$ cat src/core/radio_pkt_pkg.sv
// Purpose: Shared constants for the radio packet block
// Assumes: APB, 32-bit data, one word per register
// Notes:   Offsets are byte addresses
package radio_pkt_pkg;
  localparam logic [11:0] OFF_CTRL      = 12'h000;
  localparam logic [11:0] OFF_PKT_LOW   = 12'h004;
  localparam logic [11:0] OFF_PKT_HIGH  = 12'h008;
  localparam logic [11:0] OFF_PKT_LEN   = 12'h00C;
  localparam logic [11:0] OFF_PIN_CFG   = 12'h010;
  localparam logic [11:0] OFF_STATUS    = 12'h014;
  localparam logic [11:0] OFF_RX_DATA   = 12'h018;
  localparam logic [11:0] OFF_TX_DATA   = 12'h01C;
  localparam logic [11:0] OFF_SYNTH_CAL = 12'h020;
  localparam logic [11:0] OFF_VCO_TEST  = 12'h024;
  localparam logic [11:0] OFF_IRQ_STAT  = 12'h028;
  localparam logic [11:0] OFF_IRQ_MASK  = 12'h02C;
  // Control strobe bits (write one)
  localparam int CTRL_IDLE  = 0;
  localparam int CTRL_FLUSH = 1;
  localparam int CTRL_RX    = 2;
  localparam int CTRL_TX    = 3;
  localparam int CTRL_SLEEP = 4;
  // Packet control fields
  localparam int PKT_CRC_EN_BIT   = 2;
  localparam int PKT_VAR_LEN_BIT  = 0;
  localparam int PKT_APPEND_BIT   = 2;
  localparam int PKT_HANDLING_BIT = 3;
  // Pin function codes
  localparam logic [5:0] PIN_FN_RX_OVF = 6'h06;
  localparam logic [5:0] PIN_FN_LOCK   = 6'h0A;
  localparam logic [5:0] PIN_CFG_RST   = 6'h00;
  // FIFO sizing
  localparam int          FIFO_DEPTH   = 64;
  localparam logic [6:0]  FIFO_FULL    = 7'h40;
  localparam int          STATUS_BYTES = 2;
  localparam logic [7:0]  CAL_UNLOCKED = 8'h3F;
  localparam logic [7:0]  PKT_LEN_RST  = 8'hFF;
  // Modulator bit time in clock cycles
  localparam int          BIT_CYCLES   = 8;
  localparam logic [2:0]  HALF_BIT_IDX = 3'h4;
  // Interrupt bits
  localparam int IRQ_RX_BYTE = 0;
  localparam int IRQ_RX_OVF  = 1;
  localparam int IRQ_TX_DONE = 2;
  localparam int IRQ_LOCK    = 3;
  localparam int IRQ_W       = 4;
  typedef enum logic [1:0]
  {
    ST_IDLE = 2'b00,
    ST_RX   = 2'b01,
    ST_TX   = 2'b10,
    ST_OVF  = 2'b11
  } radio_state_t;
endpackage

$ cat src/core/radio_pkt_core.sv
// Purpose: Radio packet engine: RX FIFO, overflow, TX, lock detect
// Assumes: APB slave, single clock, bytes arrive as rx_byte_valid_i pulses
// Notes:   Summary of operation below
`timescale 1ns/10ps
module radio_pkt_core
  import radio_pkt_pkg::*;
(
  input  wire logic        sys_clk_i,
  input  wire logic        rst_n_i,
  input  wire logic        psel_i,
  input  wire logic        penable_i,
  input  wire logic        pwrite_i,
  input  wire logic [11:0] paddr_i,
  input  wire logic [31:0] pwdata_i,
  output logic [31:0]      prdata_o,
  output logic             pready_o,
  output logic             pslverr_o,
  input  wire logic        rx_byte_valid_i,
  input  wire logic [7:0]  rx_byte_i,
  input  wire logic        rx_pkt_end_i,
  input  wire logic [7:0]  rx_rssi_i,
  input  wire logic        rx_crc_ok_i,
  input  wire logic        synth_lock_i,
  input  wire logic [7:0]  synth_cal_i,
  output logic             tx_bit_o,
  output logic             tx_active_o,
  output logic             general_output_pin_o,
  output logic             irq_o
);
  logic [7:0]   fifo_mem [FIFO_DEPTH];
  logic [5:0]   wr_ptr_r;
  logic [5:0]   rd_ptr_r;
  logic [6:0]   count_r;
  logic [7:0]   prefetch_r;
  logic         prefetch_vld_r;
  radio_state_t state_r;
  logic [7:0]   pkt_low_r;
  logic [7:0]   pkt_high_r;
  logic [7:0]   pkt_len_r;
  logic [5:0]   pin_cfg_r;
  logic [7:0]   vco_test_r;
  logic [7:0]   tx_data_r;
  logic [7:0]   tx_cnt_r;
  logic [1:0]   stat_left_r;
  logic [7:0]   stat_byte;
  logic [IRQ_W-1:0] irq_stat_r;
  logic [IRQ_W-1:0] irq_mask_r;
  logic [IRQ_W-1:0] irq_evt;
  logic         lock_d_r;
  logic         wr_acc;
  logic         rd_acc;
  logic         strobe_idle;
  logic         strobe_flush;
  logic         strobe_rx;
  logic         strobe_tx;
  logic         strobe_sleep;
  logic         rx_push;
  logic [7:0]   rx_push_data;
  logic         fifo_pop;
  logic         host_rx_read;
  logic         overflow_hit;
  logic         fetch;
  logic         byte_done;
  logic         tx_last;
  logic         pkt_handling;

  // Register decode helper
  function automatic logic hit(input logic [11:0] off);
    hit = psel_i && penable_i && (paddr_i == off);
  endfunction

  assign wr_acc       = psel_i && penable_i && pwrite_i;
  assign rd_acc       = psel_i && penable_i && !pwrite_i;
  assign pready_o     = 1'b1;  // Zero wait states
  assign strobe_idle  = wr_acc && hit(OFF_CTRL) && pwdata_i[CTRL_IDLE];
  assign strobe_flush = wr_acc && hit(OFF_CTRL) && pwdata_i[CTRL_FLUSH];
  assign strobe_rx    = wr_acc && hit(OFF_CTRL) && pwdata_i[CTRL_RX];
  assign strobe_tx    = wr_acc && hit(OFF_CTRL) && pwdata_i[CTRL_TX];
  assign strobe_sleep = wr_acc && hit(OFF_CTRL) && pwdata_i[CTRL_SLEEP];
  assign host_rx_read = rd_acc && hit(OFF_RX_DATA);
  assign pkt_handling = pkt_low_r[PKT_HANDLING_BIT];

  // status bytes appended after payload, RSSI then CRC flag
  assign stat_byte    = (stat_left_r == 2'd2) ? rx_rssi_i : {rx_crc_ok_i, 7'h00};
  assign rx_push      = (state_r == ST_RX) && (rx_byte_valid_i || stat_left_r != 2'd0);
  assign rx_push_data = (stat_left_r != 2'd0) ? stat_byte : rx_byte_i;

  // FIFO and pre-fetch both full plus one more byte
  // independent of append and CRC settings
  assign overflow_hit = rx_push && prefetch_vld_r && (count_r == FIFO_FULL);

  // Pre-fetch reloads from FIFO when empty or being read
  assign fifo_pop = (count_r != 7'h00) && (!prefetch_vld_r || host_rx_read);

  // Status byte sequencer
  always_ff @(posedge sys_clk_i or negedge rst_n_i)
  begin
    if (!rst_n_i)
      stat_left_r <= 2'd0;
    else if (state_r != ST_RX)
      stat_left_r <= 2'd0;
    else if (stat_left_r != 2'd0)
      stat_left_r <= stat_left_r - 2'd1;
    else if (rx_pkt_end_i && pkt_high_r[PKT_APPEND_BIT])
      stat_left_r <= 2'(STATUS_BYTES);
  end

  always_ff @(posedge sys_clk_i)
  begin
    if (rx_push && !(count_r == FIFO_FULL))
      fifo_mem[wr_ptr_r] <= rx_push_data;
  end

  always_ff @(posedge sys_clk_i or negedge rst_n_i)
  begin
    if (!rst_n_i)
    begin
      wr_ptr_r       <= 6'h00;
      rd_ptr_r       <= 6'h00;
      count_r        <= 7'h00;
      prefetch_r     <= 8'h00;
      prefetch_vld_r <= 1'b0;
    end
    else if (strobe_flush && (state_r != ST_RX) && (state_r != ST_TX))
    begin
      wr_ptr_r       <= 6'h00;
      rd_ptr_r       <= 6'h00;
      count_r        <= 7'h00;
      prefetch_vld_r <= 1'b0;
    end
    else
    begin
      if (rx_push && !(count_r == FIFO_FULL))
        wr_ptr_r <= wr_ptr_r + 6'h01;
      if (fifo_pop)
      begin
        prefetch_r <= fifo_mem[rd_ptr_r];
        rd_ptr_r   <= rd_ptr_r + 6'h01;
      end
      if (fifo_pop)
        prefetch_vld_r <= 1'b1;
      else if (host_rx_read)
        prefetch_vld_r <= 1'b0;
      count_r <= count_r + 7'((rx_push && !(count_r == FIFO_FULL)) ? 1 : 0) - 7'(fifo_pop ? 1 : 0);
    end
  end

  // Radio state machine
  // TX leaves after last byte in packet mode
  always_ff @(posedge sys_clk_i or negedge rst_n_i)
  begin
    if (!rst_n_i)
      state_r <= ST_IDLE;
    else if (strobe_idle || strobe_sleep)
      state_r <= ST_IDLE;
    else
    begin
      case (state_r)
        ST_IDLE: if (strobe_rx) state_r <= ST_RX; else if (strobe_tx) state_r <= ST_TX;
        ST_RX:   if (overflow_hit) state_r <= ST_OVF;
        ST_TX:   if (tx_last) state_r <= ST_IDLE;
        ST_OVF:  state_r <= ST_OVF;  // held until an idle or sleep strobe
        default: state_r <= ST_IDLE;
      endcase
    end
  end

  assign tx_last     = pkt_handling && byte_done && (tx_cnt_r == 8'h01);
  assign tx_active_o = (state_r == ST_TX);

  // Packet byte countdown for TX
  always_ff @(posedge sys_clk_i or negedge rst_n_i)
  begin
    if (!rst_n_i)
      tx_cnt_r <= 8'h00;
    else if (strobe_tx && (state_r == ST_IDLE))
      tx_cnt_r <= pkt_len_r;
    else if (byte_done && (tx_cnt_r != 8'h00))
      tx_cnt_r <= tx_cnt_r - 8'h01;
  end

  // Serialiser; leaving TX any other way is an abort
  tx_byte_shifter u_shift (
    .sys_clk_i   (sys_clk_i),
    .rst_n_i     (rst_n_i),
    .run_i       (state_r == ST_TX),
    .abort_i     (strobe_idle || strobe_sleep),
    .byte_i      (tx_data_r),
    .fetch_o     (fetch),
    .byte_done_o (byte_done),
    .bit_o       (tx_bit_o)
  );

  // Configuration registers
  // VCO test setting lost on sleep
  always_ff @(posedge sys_clk_i or negedge rst_n_i)
  begin
    if (!rst_n_i)
    begin
      pkt_low_r  <= 8'h00;
      pkt_high_r <= 8'h00;
      pkt_len_r  <= PKT_LEN_RST;
      pin_cfg_r  <= PIN_CFG_RST;
      vco_test_r <= 8'h00;
      tx_data_r  <= 8'h00;
    end
    else
    begin
      if (wr_acc && hit(OFF_PKT_LOW))  pkt_low_r  <= pwdata_i[7:0];
      if (wr_acc && hit(OFF_PKT_HIGH)) pkt_high_r <= pwdata_i[7:0];
      if (wr_acc && hit(OFF_PKT_LEN))  pkt_len_r  <= pwdata_i[7:0];
      if (wr_acc && hit(OFF_PIN_CFG))  pin_cfg_r  <= pwdata_i[5:0];
      if (wr_acc && hit(OFF_TX_DATA))  tx_data_r  <= pwdata_i[7:0];
      if (strobe_sleep)
        vco_test_r <= 8'h00;
      else if (wr_acc && hit(OFF_VCO_TEST))
        vco_test_r <= pwdata_i[7:0];
    end
  end

  // overflow function drops pin in overflow
  always_ff @(posedge sys_clk_i or negedge rst_n_i)
  begin
    if (!rst_n_i)
    begin
      general_output_pin_o <= 1'b0;
      lock_d_r             <= 1'b0;
    end
    else
    begin
      lock_d_r <= synth_lock_i;
      case (pin_cfg_r)
        PIN_FN_RX_OVF: general_output_pin_o <= (state_r == ST_RX) && (count_r != 7'h00);
        PIN_FN_LOCK:   general_output_pin_o <= synth_lock_i;
        default:       general_output_pin_o <= 1'b0;
      endcase
    end
  end

  // Sticky interrupt flags; set beats write-one clear
  assign irq_evt[IRQ_RX_BYTE] = rx_push && (state_r == ST_RX);
  assign irq_evt[IRQ_RX_OVF]  = overflow_hit;
  assign irq_evt[IRQ_TX_DONE] = tx_last;
  assign irq_evt[IRQ_LOCK]    = synth_lock_i && !lock_d_r;
  always_ff @(posedge sys_clk_i or negedge rst_n_i)
  begin
    if (!rst_n_i)
    begin
      irq_stat_r <= '0;
      irq_mask_r <= '0;
    end
    else
    begin
      irq_stat_r <= (irq_stat_r & ~((wr_acc && hit(OFF_IRQ_STAT)) ? pwdata_i[IRQ_W-1:0] : '0)) | irq_evt;
      if (wr_acc && hit(OFF_IRQ_MASK))
        irq_mask_r <= pwdata_i[IRQ_W-1:0];
    end
  end
  assign irq_o = |(irq_stat_r & irq_mask_r);

  // Read mux; unmapped reads zero with error
  // unlocked calibration forced to 0x3F, locked never 0x3F
  always_comb
  begin
    prdata_o  = 32'h0000_0000;
    pslverr_o = 1'b0;
    case (paddr_i)
      OFF_CTRL:      prdata_o = 32'h0000_0000;
      OFF_PKT_LOW:   prdata_o = {24'h0, pkt_low_r};
      OFF_PKT_HIGH:  prdata_o = {24'h0, pkt_high_r};
      OFF_PKT_LEN:   prdata_o = {24'h0, pkt_len_r};
      OFF_PIN_CFG:   prdata_o = {26'h0, pin_cfg_r};
      // Bit 2 is spare, so fetch lands on bit 10
      OFF_STATUS:    prdata_o = {21'h0, fetch, synth_lock_i, prefetch_vld_r, ((count_r == 7'h00) ? 5'h00 : 5'h01),
                                 1'b0, state_r};
      OFF_RX_DATA:   prdata_o = {24'h0, prefetch_r};
      OFF_TX_DATA:   prdata_o = {24'h0, tx_data_r};
      OFF_SYNTH_CAL: prdata_o = {24'h0, !synth_lock_i ? CAL_UNLOCKED
                                 : (synth_cal_i == CAL_UNLOCKED ? 8'h3E : synth_cal_i)};
      OFF_VCO_TEST:  prdata_o = {24'h0, vco_test_r};
      OFF_IRQ_STAT:  prdata_o = {28'h0, irq_stat_r};
      OFF_IRQ_MASK:  prdata_o = {28'h0, irq_mask_r};
      default:       pslverr_o = psel_i && penable_i;
    endcase
  end
endmodule

$ cat src/core/tx_byte_shifter.sv
// Purpose: Modulator byte serialiser with fetch flag
// Assumes: One bit every BIT_CYCLES clocks
// Notes:   Abort clears the fetch flag at once
`timescale 1ns/10ps
module tx_byte_shifter
  import radio_pkt_pkg::*;
(
  input  wire logic       sys_clk_i,
  input  wire logic       rst_n_i,
  input  wire logic       run_i,
  input  wire logic       abort_i,
  input  wire logic [7:0] byte_i,
  output logic            fetch_o,
  output logic            byte_done_o,
  output logic            bit_o
);
  logic [7:0] shift_r;
  logic [2:0] bit_idx_r;
  logic [7:0] tick_r;
  logic       busy_r;
  logic       tick_end;

  assign tick_end    = busy_r && (tick_r == 8'(BIT_CYCLES - 1));
  assign byte_done_o = tick_end && (bit_idx_r == 3'h7);

  // Bit timing and shifting
  always_ff @(posedge sys_clk_i or negedge rst_n_i)
  begin
    if (!rst_n_i)
    begin
      shift_r   <= 8'h00;
      bit_idx_r <= 3'h0;
      tick_r    <= 8'h00;
      busy_r    <= 1'b0;
      bit_o     <= 1'b0;
    end
    else if (abort_i || !run_i)
    begin
      busy_r    <= 1'b0;
      bit_idx_r <= 3'h0;
      tick_r    <= 8'h00;
    end
    else if (!busy_r || byte_done_o)
    begin
      shift_r   <= {byte_i[6:0], 1'b0};
      bit_o     <= byte_i[7];
      bit_idx_r <= 3'h0;
      tick_r    <= 8'h00;
      busy_r    <= 1'b1;
    end
    else if (tick_end)
    begin
      bit_o     <= shift_r[7];
      shift_r   <= {shift_r[6:0], 1'b0};
      bit_idx_r <= bit_idx_r + 3'h1;
      tick_r    <= 8'h00;
    end
    else
    begin
      tick_r <= tick_r + 8'h01;
    end
  end

  // abort clears fetch, so no repeat
  always_ff @(posedge sys_clk_i or negedge rst_n_i)
  begin
    if (!rst_n_i)
      fetch_o <= 1'b0;
    else if (abort_i || !run_i)
      fetch_o <= 1'b0;
    else if (!busy_r || byte_done_o)
      fetch_o <= 1'b1;
    else if (tick_end && (bit_idx_r == HALF_BIT_IDX - 3'h1))
      fetch_o <= 1'b0;
  end
endmodule

$ cat config.mk
export PLATFORM = sky130hd
export DESIGN_NAME = radio_pkt_core
export DESIGN_NICKNAME = d
export VERILOG_FILES = /design/src/core/radio_pkt_pkg.sv /design/src/core/radio_pkt_core.sv /design/src/core/tx_byte_shifter.sv
export SDC_FILE = /design/constraint.sdc
export NUM_CORES = 1
export LEC_CHECK = 0
export ABC_AREA = 1
export ABC_CLOCK_PERIOD_IN_PS = 4000
export BUFFER_PORTS_ARGS = -buffer_cell sky130_fd_sc_hd__buf_2
export CAP_MARGIN = 20
export CORE_MARGIN = 3
export CORE_UTILIZATION = 40
export DETAILED_ROUTE_END_ITERATION = 12
export PLACE_DENSITY = 0.55
export SLEW_MARGIN = 20
export SYNTH_ARGS = -nofsm -noshare
export SYNTH_HDL_FRONTEND = slang
export SYNTH_SLANG_ARGS = --single-unit
$ cat constraint.sdc
create_clock -name sys_clk_i -period 4 [get_ports sys_clk_i]
set_clock_uncertainty 0.15 [all_clocks]
set_input_delay 0 -clock sys_clk_i [delete_from_list [all_inputs] [get_ports sys_clk_i]]
set_output_delay 0 -clock sys_clk_i [all_outputs]
set_load 0.005 [all_outputs]
# Yosys cells after proc, flatten, opt, wreduce, memory -nomap -nowiden

Memory sizes are Yosys's and may differ from the RTL's. A register that Yosys moved wholly into a read port is not among the register bits.
Cells that the tools add are included.

$add $sub $neg: 8
Equality and inequality tests: 28
Mux-type cells: 49
Bitwise operators: 6
Reductions and logical operators: 79

Operators by type and width:

| cell                                                  | count |
|---|---|
| case mux 11 bit (11 select lines)                     | 1 |
| 2-to-1 mux 8 bit                                      | 13 |
| equality test 12 x 5 -> 1 bit (second input constant) | 4 |
| equality test 12 x 6 -> 1 bit (second input constant) | 4 |
| logical AND 1 bit                                     | 46 |
| equality test 12 x 4 -> 1 bit (second input constant) | 2 |
| 2-to-1 mux 6 bit                                      | 4 |
| 2-to-1 mux 1 bit                                      | 16 |
| 2-to-1 mux 2 bit                                      | 8 |
| nonzero test 2 bit                                    | 7 |
| adder 6 x 1 -> 6 bit (second input constant)          | 2 |
| equality test 12 x 3 -> 1 bit (second input constant) | 1 |
| zero test 12 bit                                      | 1 |
| nonzero test 3 bit                                    | 4 |
| OR reduction 12 bit                                   | 1 |
| 2-to-1 mux 3 bit                                      | 3 |
| adder 8 x 1 -> 8 bit (second input constant)          | 1 |
| bitwise AND 4 bit                                     | 2 |
| equality test 8 x 1 -> 1 bit (second input constant)  | 1 |
| equality test 8 x 3 -> 1 bit (second input constant)  | 1 |
| equality test 8 x 6 -> 1 bit (second input constant)  | 1 |
| case mux 2 bit (4 select lines)                       | 1 |
| nonzero test 8 bit                                    | 1 |
| subtractor 8 x 1 -> 8 bit (second input constant)     | 1 |
| 30 further kinds                                      | 44 |

Bits in registers: 110
Memory bits (writable): 512
Input port bits: 77
Output and inout port bits: 38
Logic and storage cells: 194
Memories: 1

Memories:

| memory   | depth | width | rd ports | clocked after Yosys merged registers in | write ports | line                 | text |
|---|---|---|---|---|---|---|---|
| fifo_mem | 64    | 8     | 1        | 1                                       | 1           | radio_pkt_core.sv:30 | `logic [7:0] fifo_mem [FIFO_DEPTH];` |

# Logic depth before layout (Yosys ltp)

Depth after elaboration: 8
Mapped depth: 20
Mapped depth without buffers: 20

# By module

From an unflattened synthesis, not the netlist that was laid out.

Cells, all modules: 2905
Area, all modules: 28396.0 um^2

Modules (own cells, without submodules):

| module          | instances | cells an instance | area an instance (um^2) | seq. area each (um^2) |
|---|---|---|---|---|
| radio_pkt_core  | 1         | 2757              | 27283.7                 | 17787.1 |
| tx_byte_shifter | 1         | 148               | 1112.3                  | 525.5 |

# Worst setup path before layout

OpenSTA, ideal clock, no wires.

Path kind: register -> register
From: reg stat_left_r[0]
To: mem fifo_mem[0][7] (data pin)
Library setup time: 702 ps
Arrival: 3471 ps
Required time: 3148 ps
Setup slack: -323 ps
Stages on the path, launching flop included: 6
Buffers on the path: 1
Clock period less this slack: 4323 ps
Cells stage by stage: dfrtp_1 -> inv_1 -> ha_1 -> clkbuf_1 -> o21ai_0 -> o21ai_0

Cells in the longest elaborated chain, start to end: 3
Elaborated cells between the ends (all ways): 4
Those cells by class: 1 x eq/ne; 2 x mux; 1 x reduce/logical

Ends and longest elaborated chain:

| item                      | line                  | text |
|---|---|---|
| from (decl)               | radio_pkt_core.sv:44  | `logic [1:0] stat_left_r;` |
| from (signal assigned)    | radio_pkt_core.sv:103 | `stat_left_r <= stat_left_r - 2'd1;` |
| from (signal assigned)    | radio_pkt_core.sv:105 | `stat_left_r <= 2'(STATUS_BYTES);` |
| equality test 2 bit       | radio_pkt_core.sv:84  | `assign stat_byte = (stat_left_r == 2'd2) ? rx_rssi_i : {rx_crc_ok_i, 7'h00};` |
| 2-to-1 mux 8 bit          | radio_pkt_core.sv:84  |  |
| 2-to-1 mux 8 bit (*)      | radio_pkt_core.sv:86  | `assign rx_push_data = (stat_left_r != 2'd0) ? stat_byte : rx_byte_i;` |
| named net rx_push_data[7] | radio_pkt_core.sv:58  | `logic [7:0] rx_push_data;` |
| to (decl)                 | radio_pkt_core.sv:30  |  |

Mark *: on every way through the listed nets, which the timed path passes. The rest lies on a longest branch.

# Final worst setup path

From: reg stat_left_r[1]
To: reg count_r[6]

Cells in the longest elaborated chain, start to end: 8

Ends and longest elaborated chain:

| item                      | line                  | text |
|---|---|---|
| nonzero test 2 bit        | radio_pkt_core.sv:85  | `assign rx_push = (state_r == ST_RX) && (rx_byte_valid_i \|\| stat_left_r != 2'd0);` |
| logical OR 1 bit          | radio_pkt_core.sv:85  |  |
| logical AND 1 bit         | radio_pkt_core.sv:85  |  |
| logical AND 1 bit         | radio_pkt_core.sv:144 | `count_r <= count_r + 7'((rx_push && !(count_r == FIFO_FULL)) ? 1 : 0) - 7'(fifo_pop ? 1 : 0);` |
| 2-to-1 mux 1 bit          | radio_pkt_core.sv:144 |  |
| adder 7 x 1 -> 7 bit      | radio_pkt_core.sv:144 |  |
| subtractor 7 x 1 -> 7 bit | radio_pkt_core.sv:144 |  |
| 2-to-1 mux 7 bit          | radio_pkt_core.sv:124 | `else if (strobe_flush && (state_r != ST_RX) && (state_r != ST_TX))` |
| to (signal assigned)      | radio_pkt_core.sv:144 |  |
| to (decl)                 | radio_pkt_core.sv:33  | `logic [6:0] count_r;` |

No other way between the ends.
A chain may end at the register's enable or synchronous reset.

==> run metrics <==
register area share after synthesis=65.10%; worst path required time=4.39 ns; Max Used Layer=met4; Area Growth Syn to Fin=14.89%; Critical Path Start=stat_left_r[1]$_DFFE_PN0P_; largest cells by area after synthesis=edfxtp_1 55%, nand2_1 12%, dfrtp_1 9.7%; antenna cells=0; initial antenna violation count=0; Root Buffer=clkbuf_16; Hold WS=0.02459 ns; adder-cell share of the synthesized area=0.9607%; met3 WL=3964 um; Site Rows=96; number of synthesized flops with an enable pin=512; CP Class=register to register; Starting Density=40.66%; met1 wire length=32500 um; # clock sinks=629; CP peak stage delay=0.40 ns; largest area contributor in the netlist=edfxtp_1; CP Cell Sequence=inv_1, ha_1, clkinv_1, nor2_1, nor2_2, nand2_2, ha_1, inv_1, ha_1, inv_1, fa_1, inv_1, nand3_1, nand2_1, a21oi_1, o21bai_1, o21ai_0, a21oi_1; Sw Ratio=23.89%; Reg2Reg Setup Slack=0.45 ns; synthesized instance count=2825; CP max FO=11; die height=271.2 um; Worst Max-Slew Pin Slew=0.9277 ns; fraction of layout cells with a size suffix above 1=10.30%; maxcap violations=0; FF-to-FF Start=stat_left_r[1]$_DFFE_PN0P_; H-tree depth=3; Final period util=88.71%; met2 wire length=36260 um; Synth Area in XOR/XNOR=0.4047%; share of the synthesized area in the top cell type=54.65%; Yosys Warn Count=0; leakage=13.15 nW; outcome=finished clean; synth unique cells=48; r2r worst-path depth=18; Final Hold Vio Count=0; # IOs=115; Worst path most repeated cell=inv_1; Seq cells post-synth=629; CTS clock-pin slew for the worst setup and hold paths=0.06 ns; core area=69190 um^2; GRT Overall Usage=20.26%; Syn Std Cell Area=28130 um^2; mux share of post-synthesis cell area=0%; clock buffer count from CTS=71; Synth async-reset ratio=18.60%; Cell Pwr Density=463.5 nW/um^2; Final setup viols=0; Die Area=73550 um^2; Main synth FF type=edfxtp_1; crit path DAT=3.94 ns; CP Capture Type=register; Switch Pwr=0.003578 W; Slew headroom=38.15%; DRC viols=0; Max IR drop VDD=0.3733 mV; number of global-route vias before repair=19563; largest family of logic cells by synthesized area=simple AND/OR/NAND/NOR gates; Simple-Gate Fraction of Synth Area=22.69%; largest net degree at the start of global routing=149; Skew-Pair Late Insertion Delay=0.62 ns; Seq pwr share=49.3%; fmax=0.2818 GHz; Worst setup endpoint=count_r[6]$_DFF_PN0_; Gate power share=7.8%; routed vias=20015; DRT iter0 DRCs=1649; WP buf/inv=5; nets=3060; CTS Buffer Depth=3; reg2reg end=count_r[6]$_DFF_PN0_; Slew Limit Fails=0; Tmin final=3.548 ns; first-pass GRT wire length=114700 um; crit start category=register; total negative slack=0 ns; grt ovf=0; worst min path class=primary input to register; die width=271.2 um; RSZ-0062 raised after global routing=false; Slowest cell on crit path=dfrtp_1; CTS tree=built; Avg Inst Size Synth=9.958 um^2; WL final=75160 um; Largest delay share family, worst path=adder cells; Routed Antenna Nets=0; Internal Power=0.01140 W; dpl hpwl=46770 um; WP depth=18; Post-CTS Setup Bufs=0; RePlAce Congestion=0.9001; DRT Pass-1 Iters=6; drt wl/cell=19.03 um; Avg Vias per Cell=5.068; post-synthesis compound-gate area fraction=4.946%; clock network power share=42.9%; buffers added on ports=68
-- cells in the mapped netlist, types with 9 or more instances --
master,instances
nand2_1,869
edfxtp_1,512
nor2_1,313
nand3_1,271
inv_1,218
o21ai_0,160
dfrtp_1,109
a21oi_1,61
buf_2,55
buf_4,44
o21ai_1,28
clkbuf_1,24
ha_1,20
buf_1,15
nor3_1,14
xor2_1,9
-- flip-flops by register name (all words and copies together) (netlist names), 2 cells and up --
| signal | cells |
|---|---|
| prefetch_r | 8 |
| pkt_len_r | 8 |
| fifo_mem | 512 |
| u_shift.tick_r | 8 |
| count_r | 7 |
| pkt_high_r | 8 |
| tx_data_r | 8 |
| state_r | 2 |
| stat_left_r | 2 |
| tx_cnt_r | 8 |
| pkt_low_r | 8 |
| irq_stat_r | 4 |
| rd_ptr_r | 6 |
| u_shift.bit_idx_r | 3 |
| pin_cfg_r | 6 |
| wr_ptr_r | 6 |
| vco_test_r | 8 |
| irq_mask_r | 4 |
| u_shift.shift_r | 7 |
-- what timing repair did --
action / 4_1_cts / 5_1_grt
gates resized for setup: 0 / 0
hold buffers: 42 / 0
hold endpoints to repair: 242 / 0
endpoints found under the setup margin: 0 / 1
-- cell type report --
cell class	instances	area (um^2)
Inverter	232	883.3
Fill cell	6531	36860
Clock inverter	33	355.3
Timing Repair Buffer	184	1396
Sequential cell	629	18320
Tap cell	931	1165
Clock buffer	96	1933
Multi-Input combinational cell	1844	8269
-- cells by family after synthesis --
kind of cell	Yosys count
other	2
adders and majority gates	21
DFF	629
xor gates and xnor gates	13
AOI/OAI and AO/OA	265
buffers and inverters	372
and+or+nand+nor	1523
-- metal layers --
| layer | GRT usage (%) | vias to the layer above |
|---|---|---|
| li1 | - | 9582 |
| met1 | 26.87 | 9742 |
| met2 | 33.88 | 549 |
| met3 | 3.288 | 142 |
| met4 | 7.074 | 0 |
| met5 | 0 | - |
-- power by group through the flow --
| stage | Clock (W) | Sequential, W | Combinational, W |
|---|---|---|---|
| final | 0.00643 | 0.00738 | 0.00117 |
| after global routing | 0.00683 | 0.00740 | 0.00132 |
| after CTS | 0.00656 | 0.00738 | 0.00118 |
| after detailed placement | 0 | 0.00751 | 0.00113 |
| after global placement | 0 | 0.00750 | 0.00109 |
| after floorplan | 0 | 0.00749 | 0.000730 |
-- tightest hold or removal path, delay by kind of cell --
family | cells | cell delay, ns
simple gates | 2 | 0.15
buf+inv | 2 | 0.38
-- how the worst min path moves through the flow --
stage | from | endpoint | slack, ns | cells after the start
2_1_floorplan | rst_n_i | count_r[0]$_DFF_PN0_ | -0.45 | 0
5_1_grt | rx_rssi_i[3] | fifo_mem[10][3]$_DFFE_PP_ | 0.06 | 4
3_3_place_gp | rst_n_i | u_shift.tick_r[3]$_DFF_PN0_ | -0.04 | 1
4_1_cts | rx_rssi_i[3] | fifo_mem[48][3]$_DFFE_PP_ | 0.02 | 4
3_5_place_dp | rst_n_i | u_shift.tick_r[3]$_DFF_PN0_ | -0.02 | 1
6_report | rx_rssi_i[3] | fifo_mem[10][3]$_DFFE_PP_ | 0.02 | 4
-- stage by stage --
stage	setup WS (ns)	utilization (%)	area, um^2	total power, W	std cells
finish	0.4517	46.72	32320	0.01498	3949
floorplan	0.7681	-	28210	0.008218	2845
global route	0.1105	46.72	32320	0.01555	3949
detailed placement	0.4813	42.79	29610	0.008644	3779
global placement	0.4854	42.79	29610	0.008597	3779
CTS	0.2787	46.73	32330	0.01512	3950
-- cells in the final DEF (no fill, tap or decap), types with 3 or more instances in the layout --
master	synthesis	final
buf_12	0	5
clkbuf_16	0	73
buf_2	55	67
nor2_2	7	7
nand2_2	8	15
nor2_4	8	8
o21ai_0	160	159
buf_4	44	71
nor2_1	313	313
a21oi_1	61	61
dfstp_2	8	8
nor2_8	4	4
nand2_1	869	862
edfxtp_1	512	512
nor3_1	14	14
inv_2	6	5
or2_2	6	6
inv_1	218	218
xor2_1	9	9
a22o_1	6	6
clkbuf_1	24	21
nand3_1	271	271
dfrtp_1	109	107
clkinv_2	1	9
o21ai_1	28	28
nand2_4	6	6
inv_6	0	3
conb_1	2	22
ha_1	20	20
nand4_1	7	7
clkinv_1	4	19
bufinv_16	0	6
xnor2_1	4	4
dlygate4sd3_1	0	40
Power figures use the tool's default switching activity.
